`src/plcr_pkg.sv`:
```
// Package for the photo LED configuration register bank: offsets, fields, resets, types.
// Assumes a 32-bit AXI4-Lite register bus; offsets are register indices, byte address is 4x.
package plcr_pkg;
  localparam logic [7:0] IDX_LED_REGULATOR_VOLTAGE = 8'h0f;
  localparam logic [7:0] IDX_PHOTO_CONTROL = 8'h10;
  localparam logic [7:0] IDX_LED_A_DAC_REGISTER = 8'h11;
  localparam logic [7:0] IDX_LED_B_DAC_REGISTER = 8'h12;
  localparam int ADDR_W = 10;
  localparam logic [2:0] RST_LED_REGULATOR_VOLTAGE = 3'h0;
  localparam logic [6:0] RST_PHOTO_CONTROL = 7'h00;
  localparam logic [7:0] RST_LED_DAC = 8'h00;
  localparam int REG_LSB = 1;
  localparam int REG_MSB = 3;
  localparam int TCB_LSB = 5;
  localparam int TCA_LSB = 3;
  localparam int PHOTO_REFERENCE_PIN_BIT = 2;
  localparam int GAIN_LSB = 0;
  localparam logic [1:0] RESP_OKAY = 2'h0;
  localparam logic [1:0] RESP_SLVERR = 2'h2;

  typedef struct packed {
    logic [2:0] led_regulator_voltage;
    logic [1:0] led_b_temp_coeff;
    logic [1:0] led_a_temp_coeff;
    logic photo_reference_select;
    logic [1:0] photo_gain;
    logic [7:0] led_a_dac_code;
    logic [7:0] led_b_dac_code;
  } plcr_cfg_t;

  typedef struct packed {
    logic hit;
    logic [7:0] data;
  } plcr_rd_t;
endpackage : plcr_pkg

```
`src/plcr_decode.sv`:
```
// Read decoder for the photo LED configuration bank.
// Assumes the register index is already extracted from the word-aligned byte address.
`timescale 1ns/1ns
module plcr_decode
  import plcr_pkg::*;
(
  input wire logic [7:0] index_i,
  input wire plcr_cfg_t cfg_i,
  output plcr_rd_t rd_o
);
  always_comb begin
    rd_o = '{hit: 1'b1, data: 8'h00};
    unique case (index_i)
      IDX_LED_REGULATOR_VOLTAGE: begin
        rd_o.data[REG_MSB:REG_LSB] = cfg_i.led_regulator_voltage;
      end
      IDX_PHOTO_CONTROL: begin
        rd_o.data[TCB_LSB+:2] = cfg_i.led_b_temp_coeff;
        rd_o.data[TCA_LSB+:2] = cfg_i.led_a_temp_coeff;
        rd_o.data[PHOTO_REFERENCE_PIN_BIT] = cfg_i.photo_reference_select;
        rd_o.data[GAIN_LSB+:2] = cfg_i.photo_gain;
      end
      IDX_LED_A_DAC_REGISTER: begin
        rd_o.data = cfg_i.led_a_dac_code;
      end
      IDX_LED_B_DAC_REGISTER: begin
        rd_o.data = cfg_i.led_b_dac_code;
      end
      default: begin
        rd_o.hit = 1'b0;
      end
    endcase
  end
endmodule : plcr_decode

```
`src/plcr_regs.sv`:
```
// AXI4-Lite slave holding the photo chamber LED and amplifier configuration.
// Assumes a single clock; settings drive analog controls as plain outputs.
//
// Decided for this implementation: the AXI4-Lite slave port.
`timescale 1ns/1ns
module plcr_regs
  import plcr_pkg::*;
(
  input wire logic clk_i,
  input wire logic resetn_i,
  input wire logic clk_en_i,
  input wire logic [ADDR_W-1:0] s_axi_awaddr,
  input wire logic [2:0] s_axi_awprot,
  input wire logic s_axi_awvalid,
  output logic s_axi_awready,
  input wire logic [31:0] s_axi_wdata,
  input wire logic [3:0] s_axi_wstrb,
  input wire logic s_axi_wvalid,
  output logic s_axi_wready,
  output logic [1:0] s_axi_bresp,
  output logic s_axi_bvalid,
  input wire logic s_axi_bready,
  input wire logic [ADDR_W-1:0] s_axi_araddr,
  input wire logic [2:0] s_axi_arprot,
  input wire logic s_axi_arvalid,
  output logic s_axi_arready,
  output logic [31:0] s_axi_rdata,
  output logic [1:0] s_axi_rresp,
  output logic s_axi_rvalid,
  input wire logic s_axi_rready,
  output logic [2:0] led_regulator_voltage_o,
  output logic [1:0] led_a_temp_coeff_o,
  output logic [1:0] led_b_temp_coeff_o,
  output logic photo_reference_select_o,
  output logic photo_reference_pin_en_o,
  output logic [1:0] photo_gain_o,
  output logic [7:0] led_a_dac_code_o,
  output logic [7:0] led_b_dac_code_o
);
  plcr_cfg_t cfg_reg, cfg_next;
  logic aw_held_reg, aw_held_next;
  logic w_held_reg, w_held_next;
  logic [7:0] aw_idx_reg, aw_idx_next;
  logic [7:0] wdata_reg, wdata_next;
  logic wstrb0_reg, wstrb0_next;
  logic bvalid_reg, bvalid_next;
  logic [1:0] bresp_reg, bresp_next;
  logic rvalid_reg, rvalid_next;
  logic [1:0] rresp_reg, rresp_next;
  logic [7:0] rdata_reg, rdata_next;
  logic [7:0] wr_idx;
  logic do_write;
  plcr_rd_t wr_dec, rd_dec;
  logic aw_take, w_take;
  logic [7:0] wd_now;
  logic st_now;

  function automatic logic [7:0] word_index(input logic [ADDR_W-1:0] addr);
    word_index = addr[ADDR_W-1:2];
  endfunction : word_index

  // Readies drop while frozen, so a master never sees an AW, W or AR handshake the bank does not register.
  assign s_axi_awready = clk_en_i && !aw_held_reg && !bvalid_reg;
  assign s_axi_wready = clk_en_i && !w_held_reg && !bvalid_reg;
  assign s_axi_arready = clk_en_i && !rvalid_reg;
  assign s_axi_bvalid = bvalid_reg;
  assign s_axi_bresp = bresp_reg;
  assign s_axi_rvalid = rvalid_reg;
  assign s_axi_rresp = rresp_reg;
  assign s_axi_rdata = {24'h000000, rdata_reg};

  // The write path is built from registered state and bus inputs only, which avoids a loop.
  assign aw_take = s_axi_awvalid && s_axi_awready;
  assign w_take = s_axi_wvalid && s_axi_wready;
  assign wr_idx = aw_take ? word_index(s_axi_awaddr) : aw_idx_reg;
  assign wd_now = w_take ? s_axi_wdata[7:0] : wdata_reg;
  assign st_now = w_take ? s_axi_wstrb[0] : wstrb0_reg;
  assign do_write = (aw_held_reg || aw_take) && (w_held_reg || w_take) && !bvalid_reg;

  plcr_decode u_wr_decode (
    .index_i(wr_idx),
    .cfg_i(cfg_reg),
    .rd_o(wr_dec)
  );

  plcr_decode u_rd_decode (
    .index_i(word_index(s_axi_araddr)),
    .cfg_i(cfg_reg),
    .rd_o(rd_dec)
  );

  // Write channel: address and data are latched independently, in either order.
  always_comb begin
    aw_held_next = aw_held_reg;
    w_held_next = w_held_reg;
    aw_idx_next = aw_idx_reg;
    wdata_next = wdata_reg;
    wstrb0_next = wstrb0_reg;
    bvalid_next = bvalid_reg;
    bresp_next = bresp_reg;
    cfg_next = cfg_reg;
    if (s_axi_awvalid && s_axi_awready) begin
      aw_held_next = 1'b1;
      aw_idx_next = word_index(s_axi_awaddr);
    end
    if (s_axi_wvalid && s_axi_wready) begin
      w_held_next = 1'b1;
      wdata_next = s_axi_wdata[7:0];
      wstrb0_next = s_axi_wstrb[0];
    end
    if (bvalid_reg && s_axi_bready) begin
      bvalid_next = 1'b0;
    end
    if (do_write) begin
      aw_held_next = 1'b0;
      w_held_next = 1'b0;
      bvalid_next = 1'b1;
      bresp_next = wr_dec.hit ? RESP_OKAY : RESP_SLVERR;
      if (wr_dec.hit && st_now) begin
        unique case (wr_idx)
          IDX_LED_REGULATOR_VOLTAGE: begin
            cfg_next.led_regulator_voltage = wd_now[REG_MSB:REG_LSB];
          end
          IDX_PHOTO_CONTROL: begin
            cfg_next.led_b_temp_coeff = wd_now[TCB_LSB+:2];
            cfg_next.led_a_temp_coeff = wd_now[TCA_LSB+:2];
            cfg_next.photo_reference_select = wd_now[PHOTO_REFERENCE_PIN_BIT];
            cfg_next.photo_gain = wd_now[GAIN_LSB+:2];
          end
          IDX_LED_A_DAC_REGISTER: begin
            cfg_next.led_a_dac_code = wd_now;
          end
          IDX_LED_B_DAC_REGISTER: begin
            cfg_next.led_b_dac_code = wd_now;
          end
          default: begin
            cfg_next = cfg_reg;
          end
        endcase
      end
    end
  end

  // Read channel: data is captured when the address is taken.
  always_comb begin
    rvalid_next = rvalid_reg;
    rresp_next = rresp_reg;
    rdata_next = rdata_reg;
    if (rvalid_reg && s_axi_rready) begin
      rvalid_next = 1'b0;
    end
    if (s_axi_arvalid && s_axi_arready) begin
      rvalid_next = 1'b1;
      rdata_next = rd_dec.data;
      rresp_next = rd_dec.hit ? RESP_OKAY : RESP_SLVERR;
    end
  end

  always_ff @(posedge clk_i or negedge resetn_i) begin
    if (!resetn_i) begin
      cfg_reg <= '{led_regulator_voltage: RST_LED_REGULATOR_VOLTAGE,
                   led_b_temp_coeff: RST_PHOTO_CONTROL[TCB_LSB+:2],
                   led_a_temp_coeff: RST_PHOTO_CONTROL[TCA_LSB+:2],
                   photo_reference_select: RST_PHOTO_CONTROL[PHOTO_REFERENCE_PIN_BIT],
                   photo_gain: RST_PHOTO_CONTROL[GAIN_LSB+:2],
                   led_a_dac_code: RST_LED_DAC,
                   led_b_dac_code: RST_LED_DAC};
      aw_held_reg <= 1'b0;
      w_held_reg <= 1'b0;
      aw_idx_reg <= 8'h00;
      wdata_reg <= 8'h00;
      wstrb0_reg <= 1'b0;
      bvalid_reg <= 1'b0;
      bresp_reg <= RESP_OKAY;
      rvalid_reg <= 1'b0;
      rresp_reg <= RESP_OKAY;
      rdata_reg <= 8'h00;
    end else if (clk_en_i) begin
      cfg_reg <= cfg_next;
      aw_held_reg <= aw_held_next;
      w_held_reg <= w_held_next;
      aw_idx_reg <= aw_idx_next;
      wdata_reg <= wdata_next;
      wstrb0_reg <= wstrb0_next;
      bvalid_reg <= bvalid_next;
      bresp_reg <= bresp_next;
      rvalid_reg <= rvalid_next;
      rresp_reg <= rresp_next;
      rdata_reg <= rdata_next;
    end
  end

  // Settings go straight to the analog controls from their flip-flops.
  assign led_regulator_voltage_o = cfg_reg.led_regulator_voltage;
  assign led_a_temp_coeff_o = cfg_reg.led_a_temp_coeff;
  assign led_b_temp_coeff_o = cfg_reg.led_b_temp_coeff;
  assign photo_reference_select_o = cfg_reg.photo_reference_select;
  assign photo_reference_pin_en_o = cfg_reg.photo_reference_select;
  assign photo_gain_o = cfg_reg.photo_gain;
  assign led_a_dac_code_o = cfg_reg.led_a_dac_code;
  assign led_b_dac_code_o = cfg_reg.led_b_dac_code;
endmodule : plcr_regs

```
`config.mk`:
```
export PLATFORM = sky130hd
export DESIGN_NAME = plcr_regs
export DESIGN_NICKNAME = d
export VERILOG_FILES = /design/src/plcr_pkg.sv /design/src/plcr_decode.sv /design/src/plcr_regs.sv
export SDC_FILE = /design/constraint.sdc
export NUM_CORES = 1
export LEC_CHECK = 0
export ABC_AREA = 0
export BUFFER_PORTS_ARGS = -buffer_cell sky130_fd_sc_hd__buf_2
export CORE_ASPECT_RATIO = 0.9
export CORE_UTILIZATION = 35
export DETAILED_ROUTE_END_ITERATION = 6
export HOLD_SLACK_MARGIN = 0.02
export PLACE_DENSITY = 0.64
export REMOVE_ABC_BUFFERS = 1
export SLEW_MARGIN = 20
export SYNTH_ARGS = -nofsm -noshare
export SYNTH_HDL_FRONTEND = slang
export SYNTH_SLANG_ARGS = --single-unit
```
`constraint.sdc`:
```
create_clock -name clk_i -period 3 [get_ports clk_i]
set_input_delay 0.15 -clock clk_i [delete_from_list [all_inputs] [get_ports clk_i]]
set_output_delay 0.15 -clock clk_i [all_outputs]
set_load 0.02 [all_outputs]
```
-- Yosys cells after proc, flatten, opt, wreduce, memory -nomap -nowiden
Index checks and enable logic that the tools add are counted.
- bits in registers: 59
- bits in latches: 0
- bits in writable memories: 0
- memory bits (read-only): 0
- input port bits: 70
- output and inout bits: 68
- word-level logic and storage cells: 79
- memories kept: 0
- $add $sub $neg: 0
- multiply operators: 0
- divide/modulo/power cells: 0
- magnitude comparators: 0
- equality and inequality tests: 8
- shift operators: 0
- multiplexer cells: 19
- bitwise logic cells: 0
- reduce and logical (&&, ||, !) cells: 35
- operators with widths (cell ; count):
    $eq A8 B5 Y1 const B ; 6
    $eq A8 B4 Y1 const B ; 2
    $mux W8 ; 2
    $reduce_and A4 Y1 ; 4
    $logic_and A1 B1 Y1 ; 13
    $pmux W3 S4 ; 1
    $reduce_and A2 Y1 ; 6
    $mux W1 ; 11
    $pmux W3 S3 ; 1
    $reduce_bool A2 Y1 ; 4
    $reduce_or A4 Y1 ; 2
    $logic_not A1 Y1 ; 4
    $mux W2 ; 2
    $pmux W1 S3 ; 1
    $logic_or A1 B1 Y1 ; 2
    $pmux W1 S2 ; 1

-- Logic depth before layout (Yosys ltp)
Gate-level depths: netlist (run 1).
- depth after elaboration: 10
- depth in mapped cells: 5

-- By module
From an unflattened synthesis (run 1), not the netlist that was laid out.
- cell total of the unflattened synthesis: 273
- area, all modules: 3206.8 sq um
- modules (own cells, without submodules) (module ; instances ; cells an instance ; area each (sq um)):
    plcr_regs ; 1 ; 195 ; 2636.3
    plcr_decode ; 2 ; 39 ; 285.3

-- Worst setup path after synthesis (run 1)
Ideal clock, no wire load.
- path type: reg-to-reg
- start point: register bvalid_reg (netlist: s_axi_bvalid)
- end point: register cfg_reg (netlist bit led_b_dac_code_o[0])
- setup time: 125 ps
- arrival time: 2204 ps
- setup slack: 672 ps
- cell stages (with the launch flop): 6
- path through: dfrtp_1 > and4bb_4 > mux2i_4 > inv_2 > a2111oi_4 > mux2_2
- longest elaborated chain between the ends: 9
- RTL lines (what ; RTL line ; text):
    start: declaration ; plcr_regs.sv:46 ; logic bvalid_reg, bvalid_next;
    start signal: assignment ; plcr_regs.sv:185 ; bvalid_reg <= bvalid_next;
    $logic_not A1 Y1 (*) ; plcr_regs.sv:63, plcr_regs.sv:64, plcr_regs.sv:78 ;
    $logic_and A1 B1 Y1 ; plcr_regs.sv:63 ; assign s_axi_awready = clk_en_i && !aw_held_reg && !bvalid_reg;
    $logic_and A1 B1 Y1 ; plcr_regs.sv:73 ; assign aw_take = s_axi_awvalid && s_axi_awready;
    $mux W8 ; -- ;
    $eq A8 B4 Y1 or $eq A8 B5 Y1 (tied branches) ; -- ;
    $reduce_or A4 Y1 (no line) ; -- ;
    $mux W1 ; plcr_decode.sv:13 ; unique case (index_i)
    $logic_and A1 B1 Y1 ; plcr_regs.sv:119 ; if (wr_dec.hit && st_now) begin
    $reduce_and A4 Y1 (no line) ; -- ;
    end signal: assignment ; plcr_regs.sv:161 ; cfg_reg <= '{led_regulator_voltage: RST_LED_REGULATOR_VOLTAGE,
    end signal: assignment ; plcr_regs.sv:179 ; cfg_reg <= cfg_next;
    end: declaration ; plcr_regs.sv:40 ; plcr_cfg_t cfg_reg, cfg_next;
Every way passes the cells marked *; elsewhere a longest branch is shown, timed or not.
A chain may end at the register's enable or synchronous reset.

-- Worst setup path after layout (run 1)
- start point: register bvalid_reg (netlist: s_axi_bvalid)
- end point: register cfg_reg (netlist bit led_b_dac_code_o[7])
Same word-level chain as after synthesis.

==> flow_summary.yaml, run 1 <==
final_layout:
  fill_cells: 758
  register_area_um2: 1430
  num-nets-final: 375
  drive_above_1_share: 0.469
  layout_common_cells: "buf_2, dfrtp_1, mux2_2"
  antenna_cells: 0
  multi_input_area_um2: 1220
  layout_commonest_cell: "buf_2"
  syn_to_final_growth_pct: 20.2
  final_cells: 405
setup_path:
  crit_chain: "and4bb_4, mux2i_4, inv_2, a2111oi_4, buf_4, mux2_2"
  ff2ff_setup_slack_ps: 590
  crit_family: "multiplexers"
  critical_path_class: "flop to flop"
  cp_num_buf_inv: 2
  cp_slowest_cell: "and4bb_4"
  endpoint_kind: "flop"
  crit_arrival_ps: 2620
  crit_required_ps: 3220
  critical_path.max_stage_delay_ps: 500
  cp-start-kind: "flop"
  worstPathMaxFanout: 13
cts:
  cts_resized: 0
  path_clk_slew_ps: 70
  cts_tree: "yes"
  cts_max_level: 3
  cts.sink_count: 57
  root_buffer: "clkbuf_8"
  cts_inserted_buffers: 9
  insertion_delay_ps: 330
  cts_buffer_depth: 2
route:
  routed_wl_um: 6070
  drt-initial-drc-count: 45
  via_count: 1920
  drtAntennaViolNets: 0
  viasPerCell: 4.74
  drc: 0
  wl_per_cell_um: 15.0
  dr.pass1.iters: 4
logic_synthesis:
  synth_ff_type: "dfrtp_1"
  synth_seq_area_share: 0.509
  synth_top_family_by_area: "multiplexers"
  synth_edf_count: 0
  synth_warnings: 0
  netlist_top_cells_area: "dfrtp_1, mux2_2, buf_4"
  synthMuxAreaShare: 0.204
  avgSynthCellArea_um2: 12.6
  synth_fa_ha_area_frac: 0
  synth_top_cell_by_area: "dfrtp_1"
  ys_ff_latch: 57
  synth_xor_area_frac: 0
  synth.distinct_cells: 43
  synth_compound_area_frac: 0.0934
  ys_async_sr_fraction: 1.00
  synth_top_area_frac: 0.509
  synth-simple-area-share: 0.104
  synth_area_um2: 2800
  syn_inst: 222
die:
  die_h_um: 86.9
  start_util: 0.366
  dieWidth_um: 96.3
  core_um2: 7660
  floorplan.die_area_um2: 8360
  io_pins: 138
  rows: 30
power:
  swShare: 0.337
  cellLeakagePower_nw: 1.71
  p_switching_uw: 766
  powerDensity_nw_per_um2: 676
  internal-power_mw: 1.51
  power_frac_comb: 0.279
  p_clk_frac: 0.264
  ir_worst_vdd_mv: 0.230
  p_seq_frac: 0.457
sta:
  finalMaxSlewViolations: 0
  finalCritPeriodShare: 0.802
  max_slew_margin: 0.518
  worst_pin_slew_ps: 724
  min_period_ps: 2410
  rsz0062_at_grt: "false"
  tns_ps: 0
  finalSetupViolations: 0
  skew_ps: 10.2
  hold_viol_final: 0
  fmax_mhz: 416
placed_design:
  place.gp.congestion: 0.778
  placed_cells: 389
  place_hpwl_um: 4580
  port-buffer-count: 74
global_routing:
  grt_pass1_wl_um: 9600
  grt_pass1_vias: 1891
  grt_usage: 0.157
  antenna_found_initial: 0
  grt_max_degree: 34
  grt.overflow.total: 0
status:
  outcome: "completed"
min_path:
  hold_path.class: "primary input to flop"
job:
  timing.max_cap.violations: 0
## cells by family (layout without fill, tap and decap cells)
family / count (synthesis) / in the layout
DFF: 57 / 57
muxes: 50 / 50
and+or+nand+nor: 50 / 50
buffers and inverters: 37 / 99
AOI/OAI and AO/OA: 27 / 27
other: 1 / 26
## worst paths after layout
check	startpoint	end	cells past startpoint
min in group asynchronous	resetn_i	led_a_dac_code_o[6]$_DFFE_PN0P_	2
max in group asynchronous	resetn_i	led_a_dac_code_o[5]$_DFFE_PN0P_	3
worst max register to register	s_axi_bvalid$_DFFE_PN0P_	led_b_dac_code_o[7]$_DFFE_PN0P_	6
worst max-delay path	s_axi_bvalid$_DFFE_PN0P_	led_b_dac_code_o[7]$_DFFE_PN0P_	6
worst min register to register	rdata_reg[3]$_DFFE_PN0P_	rdata_reg[3]$_DFFE_PN0P_	2
worst min-delay path	s_axi_rready	s_axi_rvalid$_DFFE_PN0P_	4
## area by class of cell
| type | count | share of cell area |
|---|---|---|
| timing repair buffer | 80 | 0.124 |
| multi-input combinational | 153 | 0.364 |
| inverter | 4 | 0.00446 |
| sequential | 57 | 0.424 |
| clock inverter | 4 | 0.00595 |
| clock buffer | 11 | 0.0420 |
| tap | 96 | 0.0357 |
## power by group through the flow
stage / Combinational [mW] / Sequential [mW] / Clock, mW
finish: 0.635 / 1.04 / 0.601
global placement: 0.626 / 1.04 / 0
global route: 0.700 / 1.07 / 0.655
CTS: 0.646 / 1.04 / 0.612
floorplan: 0.409 / 1.08 / 0
detailed placement: 0.644 / 1.06 / 0
## routing by layer
layer	global-route usage	routed length, um
met1	0.212	2800
met4	0.0651	81
met2	0.239	2850
met3	0.0401	335
met5	0	0
## tightest hold or removal path: cells and delay by family
family | cells | cell delay, ps
and+or+nand+nor | 3 | 150
buffers and inverters | 1 | 70
## per-stage QoR
step / worst slack (ps) / hold slack, ps / utilization / cell area, um2 / power (mW)
2_1_floorplan: 569 / -146 / - / 2660 / 1.49
3_3_place_gp: 599 / 253 / 0.417 / 3190 / 1.67
3_5_place_dp: 583 / 251 / 0.417 / 3190 / 1.70
4_1_cts: 580 / 64.4 / 0.440 / 3370 / 2.30
5_1_grt: 462 / 66.3 / 0.440 / 3370 / 2.42
6_report: 595 / 68.7 / 0.440 / 3370 / 2.28
## synth_stat cells (all sizes together) (2+ instances only)
master   instances
a22o             4
mux2i            7
nand3b           2
nand2           14
o21ai            8
a222oi           2
nor2            11
nor2b            4
nand4            4
mux2            43
nor3             5
dfrtp           57
buf             29
a2111oi          4
nor4             2
inv              4
clkbuf           4
## repair_timing
item / CTS / global route
hold buffers: 1 / 0
setup buffers: 0 / 0
endpoints found under the hold margin: 32 / 0
(Power assumes the default switching activity.)
==> run 2, diff against run 1 <==
- clock period: 3 -> 2.3 ns (I/O delays scaled with it)
==> flow_summary.yaml, run 2 (synthesized netlist as in run 1, its figures left out) <==
status:
  outcome: "completed"
setup_path:
  crit_required_ps: 2500
  ff2ff_setup_slack_ps: 100
  worstPathMaxFanout: 7
  cp_num_buf_inv: 2
  endpoint_kind: "flop"
  critical_path.max_stage_delay_ps: 440
  worstSetupPathDepth: 6
  endpoint: "led_a_temp_coeff_o[0]$_DFFE_PN0P_"
  crit_chain: "and4bb_4, mux2i_4, inv_2, a2111oi_4, buf_4, mux2_2"
  cp-start-kind: "flop"
  crit_arrival_ps: 2400
  critical_path_class: "flop to flop"
  startpoint: "aw_held_reg$_DFFE_PN0P_"
  cp_slowest_cell: "and4bb_4"
  r2r_end: "led_a_temp_coeff_o[0]$_DFFE_PN0P_"
  crit_family: "multiplexers"
  worstRegToRegCells: 6
  timing.rr.start: "aw_held_reg$_DFFE_PN0P_"
route:
  drt-initial-drc-count: 83
  wl_met3_um: 417
  via_count: 1980
  viasPerCell: 4.74
  drc: 0
  top_layer: "met4"
  routed_wl_um: 6190
  wl_met2_um: 2800
  wl_per_cell_um: 14.8
  wl_met1_um: 2890
  drtAntennaViolNets: 0
  dr.pass1.iters: 6
cts:
  cts_buffer_depth: 2
  cts_resized: 0
  cts_inserted_buffers: 9
  insertion_delay_ps: 320
  cts_tree: "yes"
  path_clk_slew_ps: 60
  cts.sink_count: 57
  cts_max_level: 3
  root_buffer: "clkbuf_8"
final_layout:
  syn_to_final_growth_pct: 24.8
  layout_common_cells: "buf_2, dfrtp_1, mux2_2"
  multi_input_area_um2: 1240
  utilization: 0.457
  num-nets-final: 388
  antenna_cells: 0
  fill_cells: 743
  drive_above_1_share: 0.488
  register_area_um2: 1430
  layout_commonest_cell: "buf_2"
global_routing:
  grt_pass1_wl_um: 9490
  grt_pass1_vias: 1870
  antenna_found_initial: 0
  grt_max_degree: 58
  grt_usage: 0.154
  grt.overflow.total: 0
placed_design:
  place_hpwl_um: 4490
  place.gp.congestion: 0.779
  port-buffer-count: 74
power:
  p_seq_frac: 0.433
  cellLeakagePower_nw: 1.78
  powerDensity_nw_per_um2: 894
  power_frac_comb: 0.295
  internal-power_mw: 2.12
  p_switching_mw: 1.00
  p_clk_frac: 0.271
  swShare: 0.320
  ir_worst_vdd_mv: 0.325
job:
  timing.max_cap.violations: 0
die:
  rows: 30
  io_pins: 138
  core_um2: 7660
  floorplan.die_area_um2: 8360
  dieWidth_um: 96.3
  die_h_um: 86.9
  start_util: 0.366
sta:
  rsz0062_at_grt: "false"
  finalMaxSlewViolations: 0
  finalCritPeriodShare: 0.956
  finalSetupViolations: 0
  min_period_ps: 2200
  worst_pin_slew_ps: 717
  tns_ps: 0
  max_slew_margin: 0.522
  hold_viol_final: 0
  timing.hold.ws_ps: 47.9
  fmax_mhz: 455
  skew_ps: 6.05
min_path:
  hold_path.class: "primary input to flop"
  worstHoldPathCells: 2
[run 2: cell types whose count changed in the layout (fill, tap and decap cells not counted)]
cell and delta:
bufinv_16 +1, buf_4 +11, clkbuf_8 -1, clkinv_2 -1, clkbuf_1 +1, and4bb_2 +1
buf_12 +1
[run 2: layout make-up]
class,instances,area share
tap,96,0.0344
timing repair buffer,92,0.149
sequential,57,0.408
clock buffer,11,0.0376
multi-input combinational,154,0.354
inverter,4,0.00429
clock inverter,4,0.0129
[run 2: routing by layer]
metal / vias to the layer above / GRT usage
li1: 941 / -
met1: 950 / 0.224
met2: 83 / 0.226
met3: 6 / 0.0297
met4: 0 / 0.0638
met5: - / 0
[run 2: repair_timing]
item,CTS,global route
buffers inserted,0,2
endpoints found under the setup margin,0,15
hold buffers,1,0
endpoints found under the hold margin,57,0
[run 2: how the worst min path moves through the flow]
| stage | from | to | slack (ps) |
|---|---|---|---|
| after floorplan | resetn_i | aw_held_reg$_DFFE_PN0P_ | -180 |
| after global placement | resetn_i | wdata_reg[6]$_DFFE_PN0P_ | 300 |
| after detailed placement | resetn_i | wdata_reg[6]$_DFFE_PN0P_ | 300 |
| after CTS | s_axi_awaddr[8] | aw_idx_reg[6]$_DFFE_PN0P_ | 30 |
| after global routing | s_axi_wstrb[0] | wstrb0_reg$_DFFE_PN0P_ | 30 |
| final | s_axi_awaddr[8] | aw_idx_reg[6]$_DFFE_PN0P_ | 50 |
[run 2: per-stage QoR]
step / instances / area [um2] / setup WS [ps] / power, mW
global placement: 399 / 3280 / 96.1 / 2.25
floorplan: 214 / 2660 / -131 / 1.95
global route: 418 / 3500 / 8.14 / 3.32
finish: 418 / 3500 / 101 / 3.12
CTS: 415 / 3470 / 64.5 / 3.14
detailed placement: 399 / 3280 / 84.7 / 2.27
[run 2: power by group through the flow]
stage	Sequential (mW)	Clock (mW)	Combinational [mW]
global route	1.39	0.924	1.01
CTS	1.35	0.876	0.917
global placement	1.35	0	0.893
finish	1.35	0.848	0.923
detailed placement	1.36	0	0.911
floorplan	1.41	0	0.533
[run 2: worst reg2reg max path: stages (launching register included)]
cell,delay (ps)
dfrtp_1,390
and4bb_4,440
mux2i_4,260
inv_2,100
a2111oi_4,310
buf_4,230
mux2_2,350
==> run 3, diff against run 2 <==
- CORE_MARGIN: not set -> 5
- CORE_UTILIZATION: 35 -> 46
- PLACE_DENSITY: 0.64 -> 0.8
==> flow_summary.yaml, run 3 (synthesized netlist as in run 1, its figures left out) <==
sta:
  max_slew_margin: 0.545
  tns_ps: 0
  min_period_ps: 2200
  skew_ps: 5.72
  hold_viol_final: 0
  worst_pin_slew_ps: 677
  fmax_mhz: 454
  timing.hold.ws_ps: 38.1
  finalCritPeriodShare: 0.958
  finalSetupViolations: 0
  finalMaxSlewViolations: 0
  rsz0062_at_grt: "true"
setup_path:
  ff2ff_setup_slack_ps: 100
  crit_required_ps: 2510
  cp_num_buf_inv: 2
  worstPathMaxFanout: 7
  critical_path_class: "flop to flop"
  endpoint_kind: "flop"
  cp_slowest_cell: "and4bb_4"
  crit_chain: "and4bb_4, mux2i_4, inv_2, a2111oi_4, buf_6, mux2_2"
  crit_arrival_ps: 2410
  critical_path.max_stage_delay_ps: 440
  cp-start-kind: "flop"
  crit_family: "multiplexers"
final_layout:
  final_cells: 389
  layout_commonest_cell: "buf_2"
  antenna_cells: 0
  num-nets-final: 384
  fin_area_um2: 3440
  drive_above_1_share: 0.479
  layout_common_cells: "buf_2, dfrtp_1, mux2_2"
  syn_to_final_growth_pct: 22.9
power:
  ir_worst_vdd_mv: 0.360
  cellLeakagePower_nw: 1.75
  powerDensity_nw_per_um2: 888
  power.total_mw: 3.06
global_routing:
  grt_max_degree: 28
  antenna_found_initial: 0
  grt_pass1_vias: 1978
  grt_pass1_wl_um: 10100
  grt.overflow.total: 0
  grt_usage: 0.169
placed_design:
  place_hpwl_um: 4850
  place_area_um2: 3240
  place.gp.congestion: 0.847
  port-buffer-count: 74
  placed_cells: 373
route:
  drtAntennaViolNets: 0
  top_layer: "met4"
  wl_met3_um: 523
  wl_met1_um: 2930
  dr.pass1.iters: 4
  routed_wl_um: 6540
  drt-initial-drc-count: 143
  via_count: 2012
  wl_per_cell_um: 16.8
  viasPerCell: 5.17
  wl_met2_um: 2950
  drc: 0
cts:
  cts_tree: "yes"
  root_buffer: "clkbuf_8"
  cts_inserted_buffers: 9
  cts.sink_count: 57
  cts_buffer_depth: 2
  cts_max_level: 3
  postCtsSetupBuffers: 0
  insertion_delay_ps: 330
  path_clk_slew_ps: 60
die:
  start_util: 0.466
  dieWidth_um: 92.2
  die_h_um: 84.0
  floorplan.die_area_um2: 7750
  io_pins: 138
  rows: 27
  core_um2: 6010
status:
  outcome: "completed"
min_path:
  hold_path.class: "primary input to flop"
job:
  timing.max_cap.violations: 0
==> run 3: cell count changes in the layout (fill, tap and decap cells not counted), sizes merged <==
cell and delta:
clkinv -3, bufinv -1, buf -4, clkbuf +3
==> run 3: layout make-up <==
class | instances | area, um2
multi-input cells | 154 | 1250
inverters | 4 | 15.0
well taps | 72 | 90.1
clock buffers | 14 | 163
repair buffers | 88 | 494
fillers | 524 | 2570
flip-flops and latches | 57 | 1430
==> run 3: timing repair <==
action | CTS | global route
resized for setup | 0 | 3
endpoints found under the hold margin | 13 | 0
endpoints found under the setup margin | 0 | 18
hold buffers | 1 | 0
==> run 3: power breakdown <==
| group | switching, mW | total [mW] | leakage, nW | internal (mW) |
|---|---|---|---|---|
| Combinational | 0.516 | 0.901 | 0.926 | 0.385 |
| Clock | 0.355 | 0.794 | 0.0826 | 0.439 |
| Sequential | 0.135 | 1.36 | 0.744 | 1.23 |
| Total | 1.01 | 3.06 | 1.75 | 2.05 |
==> run 3: metrics by stage <==
stage                     worst slack, ps   util
final                                96.8  0.572
after global routing                -4.34  0.572
after CTS                            42.4  0.567
after detailed placement             63.1  0.538
after global placement               84.8  0.538
after floorplan                      -131      -
==> run 3: per-layer routing <==
layer / up-vias / track usage
li1: 932 / -
met1: 980 / 0.225
met2: 86 / 0.251
met3: 14 / 0.0505
met4: 0 / 0.0837
met5: - / 0
==> run 3: worst paths after layout <==
| kind | startpoint | to | cells after the start |
|---|---|---|---|
| max | aw_held_reg$_DFFE_PN0P_ | led_b_temp_coeff_o[0]$_DFFE_PN0P_ | 6 |
| max in group asynchronous | resetn_i | rdata_reg[5]$_DFFE_PN0P_ | 3 |
| min | s_axi_awaddr[7] | aw_idx_reg[5]$_DFFE_PN0P_ | 2 |
| max reg2reg | aw_held_reg$_DFFE_PN0P_ | led_b_temp_coeff_o[0]$_DFFE_PN0P_ | 6 |
| min in group asynchronous | resetn_i | aw_idx_reg[5]$_DFFE_PN0P_ | 2 |
| min reg2reg | rdata_reg[1]$_DFFE_PN0P_ | rdata_reg[1]$_DFFE_PN0P_ | 2 |
